<file path="config.mk">
export PLATFORM = sky130hd
export DESIGN_NAME = wdk_guard
export DESIGN_NICKNAME = d
export VERILOG_FILES = /design/src/design/wdk_pkg.sv /design/src/design/wdk_guard.sv
export SDC_FILE = /design/constraint.sdc
export NUM_CORES = 1
export LEC_CHECK = 0
export ABC_AREA = 1
export BUFFER_PORTS_ARGS = -buffer_cell sky130_fd_sc_hd__buf_2
export CAP_MARGIN = 15
export CELL_PAD_IN_SITES_DETAIL_PLACEMENT = 0
export CELL_PAD_IN_SITES_GLOBAL_PLACEMENT = 1
export CORE_MARGIN = 3
export CORE_UTILIZATION = 40
export DETAILED_ROUTE_END_ITERATION = 10
export GPL_TIMING_DRIVEN = 0
export HOLD_SLACK_MARGIN = 0.05
export PLACE_DENSITY = 0.94
export SYNTH_ARGS = -nofsm -noshare
export SYNTH_HDL_FRONTEND = slang
export SYNTH_SLANG_ARGS = --single-unit
</file>
<file path="constraint.sdc">
create_clock -name i_sys_clk -period 2.53 [get_ports i_sys_clk]
set_input_delay 0.3795 -clock i_sys_clk [delete_from_list [all_inputs] [get_ports i_sys_clk]]
set_output_delay 0.3795 -clock i_sys_clk [all_outputs]
set_load 0.03 [all_outputs]
</file>
<file path="src/design/wdk_pkg.sv">
/*
  Constants for the key-protected watchdog: register indices, field
  positions, reset values, key values and the access-key states.
  Assumes nothing; used by the watchdog core and the testbench.
*/
package wdk_pkg;

  // Register indices; the APB byte address is four times the index
  localparam logic [7:0] IDX_RESET_CAUSE = 8'hA1;
  localparam logic [7:0] IDX_CONTROL     = 8'hB6;
  localparam logic [7:0] IDX_REFRESH     = 8'hB7;
  localparam logic [7:0] IDX_ACCESS_KEY  = 8'hF7;
  localparam logic [7:0] IDX_IRQ_FLAG    = 8'h97;
  localparam logic [7:0] IDX_IRQ_ENABLE  = 8'h9A;

  // Reset values
  localparam logic [7:0] CONTROL_RESET   = 8'h04;
  localparam logic [3:0] DIVIDER_RESET   = 4'h4;
  localparam logic [7:0] CAUSE_RESET     = 8'h00;

  // watchdog_control fields
  localparam int CTRL_ACTION_BIT = 6;
  localparam int CTRL_ENABLE_BIT = 5;
  localparam int CTRL_DIV_MSB    = 3;
  localparam int CTRL_DIV_LSB    = 0;

  // reset_cause_flags fields
  localparam int CAUSE_PIN_BIT   = 4;
  localparam int CAUSE_GUARD_BIT = 3;
  localparam int CAUSE_SW_BIT    = 2;
  localparam int CAUSE_LV_BIT    = 1;
  localparam int CAUSE_POR_BIT   = 0;

  // Interrupt flag and enable share one bit position
  localparam int IRQ_BIT         = 1;

  // Key values
  localparam logic [7:0] REFRESH_KEY     = 8'h55;
  localparam logic [7:0] ACCESS_KEY_1    = 8'h55;
  localparam logic [7:0] ACCESS_KEY_2    = 8'hAA;
  localparam logic [7:0] ACCESS_KEY_3    = 8'h5A;

  // Cycles the fuse synchroniser needs before the option is trusted
  localparam logic [1:0] FUSE_SETTLE     = 2'h3;

  // Nominal RC oscillator rate, for reference only
  localparam int RC_FREQ_HZ = 23000;

  typedef enum logic [1:0] {
    WDK_KEY_IDLE = 2'b00,
    WDK_KEY_GOT1 = 2'b01,
    WDK_KEY_GOT2 = 2'b11,
    WDK_KEY_OPEN = 2'b10
  } wdk_key_state_t;

endpackage

</file>
<file path="src/design/wdk_guard.sv">
/*
  Key-protected watchdog with APB register access.
  Assumes i_sys_clk keeps running whenever the watchdog must count (the
  RC tick arrives on a pin and is sampled on this clock), a chip reset
  controller that acts on o_mcu_reset_req and reports other resets on
  i_mcu_reset, and an APB master on the same clock.
*/
// Our own choice: register access over APB.
`timescale 1ns/1ps

module wdk_guard #(
  parameter int CNT_W = 8,
  parameter int DIV_W = 4
) (
  input  wire logic        i_sys_clk,
  input  wire logic        i_rstn,
  input  wire logic        i_clk_en,
  input  wire logic        i_rc_osc,
  input  wire logic        i_fuse_disable,
  input  wire logic        i_mcu_reset,
  input  wire logic        i_pin_reset_evt,
  input  wire logic        i_sw_reset_evt,
  input  wire logic        i_lv_reset_evt,
  input  wire logic        i_por_evt,
  input  wire logic        i_psel,
  input  wire logic        i_penable,
  input  wire logic        i_pwrite,
  input  wire logic [11:0] i_paddr,
  input  wire logic [31:0] i_pwdata,
  input  wire logic [3:0]  i_pstrb,
  output logic      [31:0] o_prdata,
  output logic             o_pready,
  output logic             o_pslverr,
  output logic             o_mcu_reset_req,
  output logic             o_guard_irq,
  output logic             o_guard_running
);

  localparam int PRE_W = (1 << DIV_W) - 1;

  // Elaboration-time checks of the parameters
  if (CNT_W < 2 || CNT_W > 8) begin : g_bad_cnt
    $error("CNT_W must lie between 2 and 8");
  end
  if (DIV_W < 1 || DIV_W > 4) begin : g_bad_div
    $error("DIV_W must lie between 1 and 4");
  end

  // Pin synchronisers
  logic rc_meta;
  logic rc_sync;
  logic rc_prev;
  logic fuse_meta;
  logic fuse_sync;

  // Register state
  logic [DIV_W-1:0] guard_divider_select;
  logic             guard_soft_enable;
  logic             timeout_action_select;
  logic [4:0]       cause_flags;
  logic             guard_irq_flag;
  logic             guard_irq_enable;
  logic             guard_fuse_disable;
  logic [1:0]       fuse_wait;
  wdk_pkg::wdk_key_state_t key_state;

  // Counting state
  logic [PRE_W-1:0] prescale;
  logic [CNT_W-1:0] guard_counter;

  // Bus decode
  logic       bus_setup_done;
  logic       bus_commit;
  logic       wr_commit;
  logic       lane0;
  logic [7:0] wr_byte;
  logic [7:0] reg_index;
  logic       addr_ok;
  logic       hit_cause;
  logic       hit_control;
  logic       hit_refresh;
  logic       hit_key;
  logic       hit_irq_flag;
  logic       hit_irq_en;
  logic       mapped;
  logic [7:0] read_byte;

  // Internal events
  logic             soft_reset;
  logic             running;
  logic             rc_edge;
  logic [PRE_W-1:0] div_mask;
  logic             guard_tick_clock;
  logic             overflow;
  logic             refresh_hit;
  logic             wr_control;
  logic             wr_key;
  logic             wr_cause;
  logic             wr_irq_flag;
  logic             wr_irq_en;

  assign lane0       = i_pstrb[0];
  assign wr_byte     = i_pwdata[7:0];
  assign reg_index   = i_paddr[9:2];
  assign addr_ok     = (i_paddr[1:0] == 2'h0) && (i_paddr[11:10] == 2'h0);
  assign hit_cause   = addr_ok && (reg_index == wdk_pkg::IDX_RESET_CAUSE);
  assign hit_control = addr_ok && (reg_index == wdk_pkg::IDX_CONTROL);
  assign hit_refresh = addr_ok && (reg_index == wdk_pkg::IDX_REFRESH);
  assign hit_key     = addr_ok && (reg_index == wdk_pkg::IDX_ACCESS_KEY);
  assign hit_irq_flag = addr_ok && (reg_index == wdk_pkg::IDX_IRQ_FLAG);
  assign hit_irq_en  = addr_ok && (reg_index == wdk_pkg::IDX_IRQ_ENABLE);
  assign mapped      = hit_cause | hit_control | hit_refresh | hit_key
                     | hit_irq_flag | hit_irq_en;

  // First access cycle raises pready; the next edge commits the transfer
  assign bus_setup_done = i_psel & i_penable & ~o_pready;
  assign bus_commit     = i_psel & i_penable & o_pready;
  assign wr_commit      = bus_commit & i_pwrite & lane0 & mapped;
  assign wr_control     = wr_commit & hit_control;
  assign wr_key         = wr_commit & hit_key;
  assign wr_cause       = wr_commit & hit_cause;
  assign wr_irq_flag    = wr_commit & hit_irq_flag;
  assign wr_irq_en      = wr_commit & hit_irq_en;

  // Any MCU reset, including our own request
  assign soft_reset = i_mcu_reset | o_mcu_reset_req;

  assign running = guard_soft_enable & ~guard_fuse_disable;

  assign rc_edge = rc_sync & ~rc_prev;

  // Prescaler bits below the divider code must all be ones
  for (genvar b = 0; b < PRE_W; b++) begin : g_mask
    assign div_mask[b] = (b < int'(guard_divider_select));
  end

  assign guard_tick_clock = running & rc_edge
                          & ((prescale & div_mask) == div_mask);
  assign overflow    = guard_tick_clock & (&guard_counter);
  assign refresh_hit = wr_commit & hit_refresh
                     & (wr_byte == wdk_pkg::REFRESH_KEY);

  always_comb begin
    read_byte = 8'h00;
    unique case (1'b1)
      hit_cause: begin
        read_byte = {3'h0, cause_flags};
      end
      hit_control: begin
        read_byte = 8'h00;
        read_byte[wdk_pkg::CTRL_ACTION_BIT] = timeout_action_select;
        read_byte[wdk_pkg::CTRL_ENABLE_BIT] = guard_soft_enable;
        read_byte[DIV_W-1:0] = guard_divider_select;
      end
      hit_irq_flag: begin
        read_byte[wdk_pkg::IRQ_BIT] = guard_irq_flag;
      end
      hit_irq_en: begin
        read_byte[wdk_pkg::IRQ_BIT] = guard_irq_enable;
      end
      default: begin
        read_byte = 8'h00;
      end
    endcase
  end

  // Synchronisers: first stage is read by the second only
  always_ff @(posedge i_sys_clk) begin
    if (!i_rstn) begin
      rc_meta   <= 1'b0;
      rc_sync   <= 1'b0;
      rc_prev   <= 1'b0;
      fuse_meta <= 1'b1;
      fuse_sync <= 1'b1;
    end else if (i_clk_en) begin
      rc_meta   <= i_rc_osc;
      rc_sync   <= rc_meta;
      rc_prev   <= rc_sync;
      fuse_meta <= i_fuse_disable;
      fuse_sync <= fuse_meta;
    end
  end

  // Fuse option: held disabled until the synchroniser has settled
  always_ff @(posedge i_sys_clk) begin
    if (!i_rstn) begin
      fuse_wait          <= 2'h0;
      guard_fuse_disable <= 1'b1;
    end else if (i_clk_en) begin
      if (soft_reset) begin
        fuse_wait          <= 2'h0;
        guard_fuse_disable <= 1'b1;
      end else if (fuse_wait != wdk_pkg::FUSE_SETTLE) begin
        fuse_wait <= fuse_wait + 2'h1;
        if (fuse_wait + 2'h1 == wdk_pkg::FUSE_SETTLE) begin
          guard_fuse_disable <= fuse_sync;
        end
      end
    end
  end

  // APB answer: one wait state, registered data and error
  always_ff @(posedge i_sys_clk) begin
    if (!i_rstn) begin
      o_pready  <= 1'b0;
      o_pslverr <= 1'b0;
      o_prdata  <= 32'h0000_0000;
    end else if (i_clk_en) begin
      if (bus_setup_done) begin
        o_pready  <= 1'b1;
        o_pslverr <= ~mapped;
        o_prdata  <= i_pwrite ? 32'h0000_0000 : {24'h00_0000, read_byte};
      end else begin
        o_pready  <= 1'b0;
        o_pslverr <= 1'b0;
        o_prdata  <= 32'h0000_0000;
      end
    end
  end

  // Access key sequence
  always_ff @(posedge i_sys_clk) begin
    if (!i_rstn) begin
      key_state <= wdk_pkg::WDK_KEY_IDLE;
    end else if (i_clk_en) begin
      if (soft_reset) begin
        key_state <= wdk_pkg::WDK_KEY_IDLE;
      end else if (wr_control) begin
        key_state <= wdk_pkg::WDK_KEY_IDLE;
      end else if (wr_key) begin
        unique case (key_state)
          wdk_pkg::WDK_KEY_GOT1: begin
            if (wr_byte == wdk_pkg::ACCESS_KEY_2) begin
              key_state <= wdk_pkg::WDK_KEY_GOT2;
            end else if (wr_byte == wdk_pkg::ACCESS_KEY_1) begin
              key_state <= wdk_pkg::WDK_KEY_GOT1;
            end else begin
              key_state <= wdk_pkg::WDK_KEY_IDLE;
            end
          end
          wdk_pkg::WDK_KEY_GOT2: begin
            if (wr_byte == wdk_pkg::ACCESS_KEY_3) begin
              key_state <= wdk_pkg::WDK_KEY_OPEN;
            end else if (wr_byte == wdk_pkg::ACCESS_KEY_1) begin
              key_state <= wdk_pkg::WDK_KEY_GOT1;
            end else begin
              key_state <= wdk_pkg::WDK_KEY_IDLE;
            end
          end
          wdk_pkg::WDK_KEY_IDLE,
          wdk_pkg::WDK_KEY_OPEN: begin
            if (wr_byte == wdk_pkg::ACCESS_KEY_1) begin
              key_state <= wdk_pkg::WDK_KEY_GOT1;
            end else begin
              key_state <= wdk_pkg::WDK_KEY_IDLE;
            end
          end
        endcase
      end
    end
  end

  // Control register; writes land only while access is open
  always_ff @(posedge i_sys_clk) begin
    if (!i_rstn) begin
      guard_divider_select  <= DIV_W'(wdk_pkg::DIVIDER_RESET);
      guard_soft_enable     <= 1'b0;
      timeout_action_select <= 1'b0;
    end else if (i_clk_en) begin
      if (soft_reset) begin
        guard_divider_select  <= DIV_W'(wdk_pkg::DIVIDER_RESET);
        guard_soft_enable     <= 1'b0;
        timeout_action_select <= 1'b0;
      end else if (wr_control && key_state == wdk_pkg::WDK_KEY_OPEN) begin
        guard_divider_select  <= wr_byte[DIV_W-1:0];
        timeout_action_select <= wr_byte[wdk_pkg::CTRL_ACTION_BIT];
        // Once set, enable stays set until a reset
        guard_soft_enable <= guard_soft_enable
                           | wr_byte[wdk_pkg::CTRL_ENABLE_BIT];
      end
    end
  end

  // Prescaler and counter; refresh restarts both from zero
  always_ff @(posedge i_sys_clk) begin
    if (!i_rstn) begin
      prescale      <= '0;
      guard_counter <= '0;
    end else if (i_clk_en) begin
      if (soft_reset || !running || refresh_hit) begin
        prescale      <= '0;
        guard_counter <= '0;
      end else begin
        if (rc_edge) begin
          prescale <= prescale + PRE_W'(1);
        end
        if (guard_tick_clock) begin
          // Wraps to zero on overflow, so interrupt mode keeps timing
          guard_counter <= guard_counter + CNT_W'(1);
        end
      end
    end
  end

  // Reset request pulse for the chip reset controller
  always_ff @(posedge i_sys_clk) begin
    if (!i_rstn) begin
      o_mcu_reset_req <= 1'b0;
    end else if (i_clk_en) begin
      o_mcu_reset_req <= overflow & ~timeout_action_select
                       & ~soft_reset;
    end
  end

  // Reset cause flags: a set beats a software clear in the same cycle
  always_ff @(posedge i_sys_clk) begin
    if (!i_rstn) begin
      cause_flags <= wdk_pkg::CAUSE_RESET[4:0];
    end else if (i_clk_en) begin
      // Software clears a flag by writing zero to it
      cause_flags <= (wr_cause ? (cause_flags & wr_byte[4:0]) : cause_flags)
                   | {i_pin_reset_evt,
                      overflow & ~timeout_action_select & ~soft_reset,
                      i_sw_reset_evt,
                      i_lv_reset_evt,
                      i_por_evt};
    end
  end

  // Interrupt flag and enable; the flag is cleared by writing zero
  always_ff @(posedge i_sys_clk) begin
    if (!i_rstn) begin
      guard_irq_flag   <= 1'b0;
      guard_irq_enable <= 1'b0;
    end else if (i_clk_en) begin
      if (soft_reset) begin
        guard_irq_flag   <= 1'b0;
        guard_irq_enable <= 1'b0;
      end else begin
        guard_irq_flag <= (overflow & timeout_action_select)
                        | (guard_irq_flag
                           & ~(wr_irq_flag
                               & ~wr_byte[wdk_pkg::IRQ_BIT]));
        if (wr_irq_en) begin
          guard_irq_enable <= wr_byte[wdk_pkg::IRQ_BIT];
        end
      end
    end
  end

  // Registered outputs
  always_ff @(posedge i_sys_clk) begin
    if (!i_rstn) begin
      o_guard_irq     <= 1'b0;
      o_guard_running <= 1'b0;
    end else if (i_clk_en) begin
      o_guard_irq     <= guard_irq_flag & guard_irq_enable;
      o_guard_running <= running;
    end
  end

endmodule

</file>
==> metrics.txt <==
Synth area leaders=dfxtp_1, nand2_1, nor2_1; Yosys top cell by area=dfxtp_1; flops & latches, synth=58; Post-CTS Setup Bufs=0; Layout Skew=0.00649 ns; Final HPWL DP=about 7.6 mm; Final Setup Violations=0; min-delay worst type=input pin to flip-flop; pin count of the biggest net entering global routing=13; NetSw=roughly 670 uW; Main synth FF type=dfxtp_1; PortBufs=44; Worst EP required=about 2.8 ns; later-pin clock latency in the skew report=roughly 0.34 ns; CP startpoint kind=flip-flop; Via-to-Cell Ratio=between 4 and 5; worst stage delay on the critical path=0.33 ns; core footprint=8980 um^2; post-synthesis cell type count=40; min-delay src=i_fuse_disable; io pins=98; Critical Path Source=o_mcu_reset_req$_SDFFE_PN0P_; final wirelength=roughly 10 mm; sequential share of the synthesized area=between 30% and 40%; clk sink count=58; CTS tree=yes; Post-synth EDFFs=0; ys async rst share=0%; antenna viol nets, final=0; Internal=roughly 1700 uW; crit path cell chain=nor2_2, inv_2, nor2_8, buf_2, nand3_1, nand3_1, nand2_1, nor2_1; max cap viols=0; H-tree depth=3; cell mode on critical path=nand3_1; Max Clock Freq=about 550 MHz; VDD IR max=about 0.38 mV; synth cell count leaders=nand2_1, nor2_1, inv_1; final setup TNS=0 ns; nets@finish=roughly 720; slowest CP cell=dfxtp_1; Slew HR=just under 60%; WS Path Type=flip-flop to flip-flop; Slew Viols, Final=0; Die H=104 um; vias after detailed routing=3743; final hold violations=0; DRT Pass-1 Iters=4; Num CTS Buffers=9; number of fill cells in the layout=a little over 900; Rows=34; initial core utilization=between 40% and 50%; FF/Latch Area=around 1200 um^2; Inserted Diodes=0; Initial DRC Count=190; share of total power in combinational logic=14.0%; CP Max Fanout=10; Switching Fraction=between 20% and 30%; layout overhead on the synthesized area=18.8%; Avg Inst Size Synth=roughly 6.6 um^2; Die Width=roughly 100 um; GRT Resource Usage Total=18.7%; # DRC=0; Reg power frac=about two fifths; CTS root buf=clkbuf_8; post_cts resized=0; post-route clock period utilization=71.3%; Pwr Density=roughly 530 nW/um^2; Leak Pwr=between 0.002 and 0.0025 uW; CTS Hold Buffers Added=0; top cell type's share of synthesized area=around 31%; Post-Syn Instances=around 570; top-count cell post-synth=nand2_1; clock share of power=approximately 45%; layout cell share with drive strength beyond 1=about a fifth; RSZ-0062 raised after global routing=false; Avg WL per Cell=about 13 um; Clock Pin Slew Worst Setup and Hold Paths=about 0.080 ns; gr ovfl total=0; DP Cell Count=around 770; CTS Buffer Depth=2; initial antenna violation count=0; final std cells w/o fill=approximately 800; Tmin final=between 1.5 and 2 ns; slew at the pin with the worst max-slew slack=0.624 ns; Netlist Area Pre-Place=approximately 3800 um^2; vias in the first global route=around 3.6k; CP Data Arrival Time=between 2 and 2.5 ns; Hold Worst Slack=around 0.25 ns; RR Startpoint=o_mcu_reset_req$_SDFFE_PN0P_; global-route wire length before repair=approximately 17 mm; area occupied by multi-input gates=between 2000 and 2500 um^2; RD Place Congestion=0.900; status=complete, no violations; YS warnings=0; total die area=10700 um^2; crit path capture type=flip-flop
## layout by cell type, fill, tap and decap left out, types with 9 or more instances in the layout
| cell type | netlist | routed |
|---|---|---|
| o21ai_0 | 21 | 21 |
| xor2_1 | 16 | 16 |
| buf_2 | 5 | 49 |
| a21oi_1 | 42 | 42 |
| nand3_1 | 47 | 47 |
| inv_1 | 63 | 63 |
| clkbuf_8 | 0 | 9 |
| nand2_2 | 9 | 9 |
| nor2_1 | 85 | 85 |
| dfxtp_1 | 58 | 58 |
| buf_4 | 29 | 29 |
| conb_1 | 1 | 25 |
| nand2_1 | 119 | 119 |
## kinds of logic (layout without fill, tap and decap cells)
family                   after synthesis  after routing  share of synthesized area (%)
AO/OA/AOI/OAI                         75             75                           10.7
XOR/XNOR                              17             17                           3.91
adder cells (fa/ha/maj)                4              4                           1.32
buffers and inverters                112            172                           14.7
flip-flops                            58             58                           30.5
other                                  1             25                         0.0986
AND/OR/NAND/NOR                      307            307                           38.7
## power groups by stage
stage	clock [uW]	combinational, uW	sequential (uW)
floorplan	0	249	1000
global placement	0	326	1000
detailed placement	0	333	1000
CTS	1090	335	983
global route	1130	378	988
finish	1080	337	983
## path summary, 6_finish.rpt
path              cells after the start  slack [ns]                        to
setup / recovery                      8        0.73  prescale[3]$_SDFFE_PN0P_
hold / removal                        3        0.25    fuse_meta$_SDFFE_PN1P_
setup reg to reg                      8        0.73  prescale[3]$_SDFFE_PN0P_
hold reg to reg                       2        0.46    fuse_sync$_SDFFE_PN1P_
## state kept, by name, indices dropped and copies added, names as in the netlist, 2 cells and up
name / count
prescale: 15
guard_counter: 8
o_prdata: 7
cause_flags: 5
guard_divider_select: 4
fuse_wait: 2
key_state: 2
## stage by stage
| stage | total power (uW) | util, % | area [um^2] | worst slack (ns) |
|---|---|---|---|---|
| 3_5_place_dp | 1340 | 47.6 | 4270 | 0.555 |
| 2_1_floorplan | 1250 | - | 3890 | 0.856 |
| 4_1_cts | 2410 | 50.4 | 4520 | 0.732 |
| 6_report | 2400 | 50.4 | 4520 | 0.726 |
| 5_1_grt | 2500 | 50.4 | 4520 | 0.523 |
| 3_3_place_gp | 1330 | 47.6 | 4270 | 0.585 |
## area by class of cell
type | instances | area share (%)
Inverter | 69 | 5.73
Clock inverter | 7 | 2.77
Timing Repair Buffer | 44 | 4.87
Multi-Input combinational cell | 428 | 48.0
Buffer | 43 | 6.67
Tap cell | 126 | 3.49
Clock buffer | 9 | 2.74
Sequential cell | 58 | 25.7
## worst max-delay path, delay by kind of cell, from the launching register on
kind / cells / cell delay, ns
flops: 1 / 0.33
buf+inv: 2 / 0.48
simple gates: 6 / 0.90
## per-layer routing
metal | share of wire, % | global-route usage [%] | vias to the layer above
met3 | 5.0 | 4.10 | 12
met2 | 51 | 34.5 | 89
met5 | 0 | 0 | -
met1 | 43 | 22.3 | 1708
li1 | - | - | 1934
met4 | 1.0 | 3.99 | 0
Note: power is estimated with default switching activity, not from simulation.
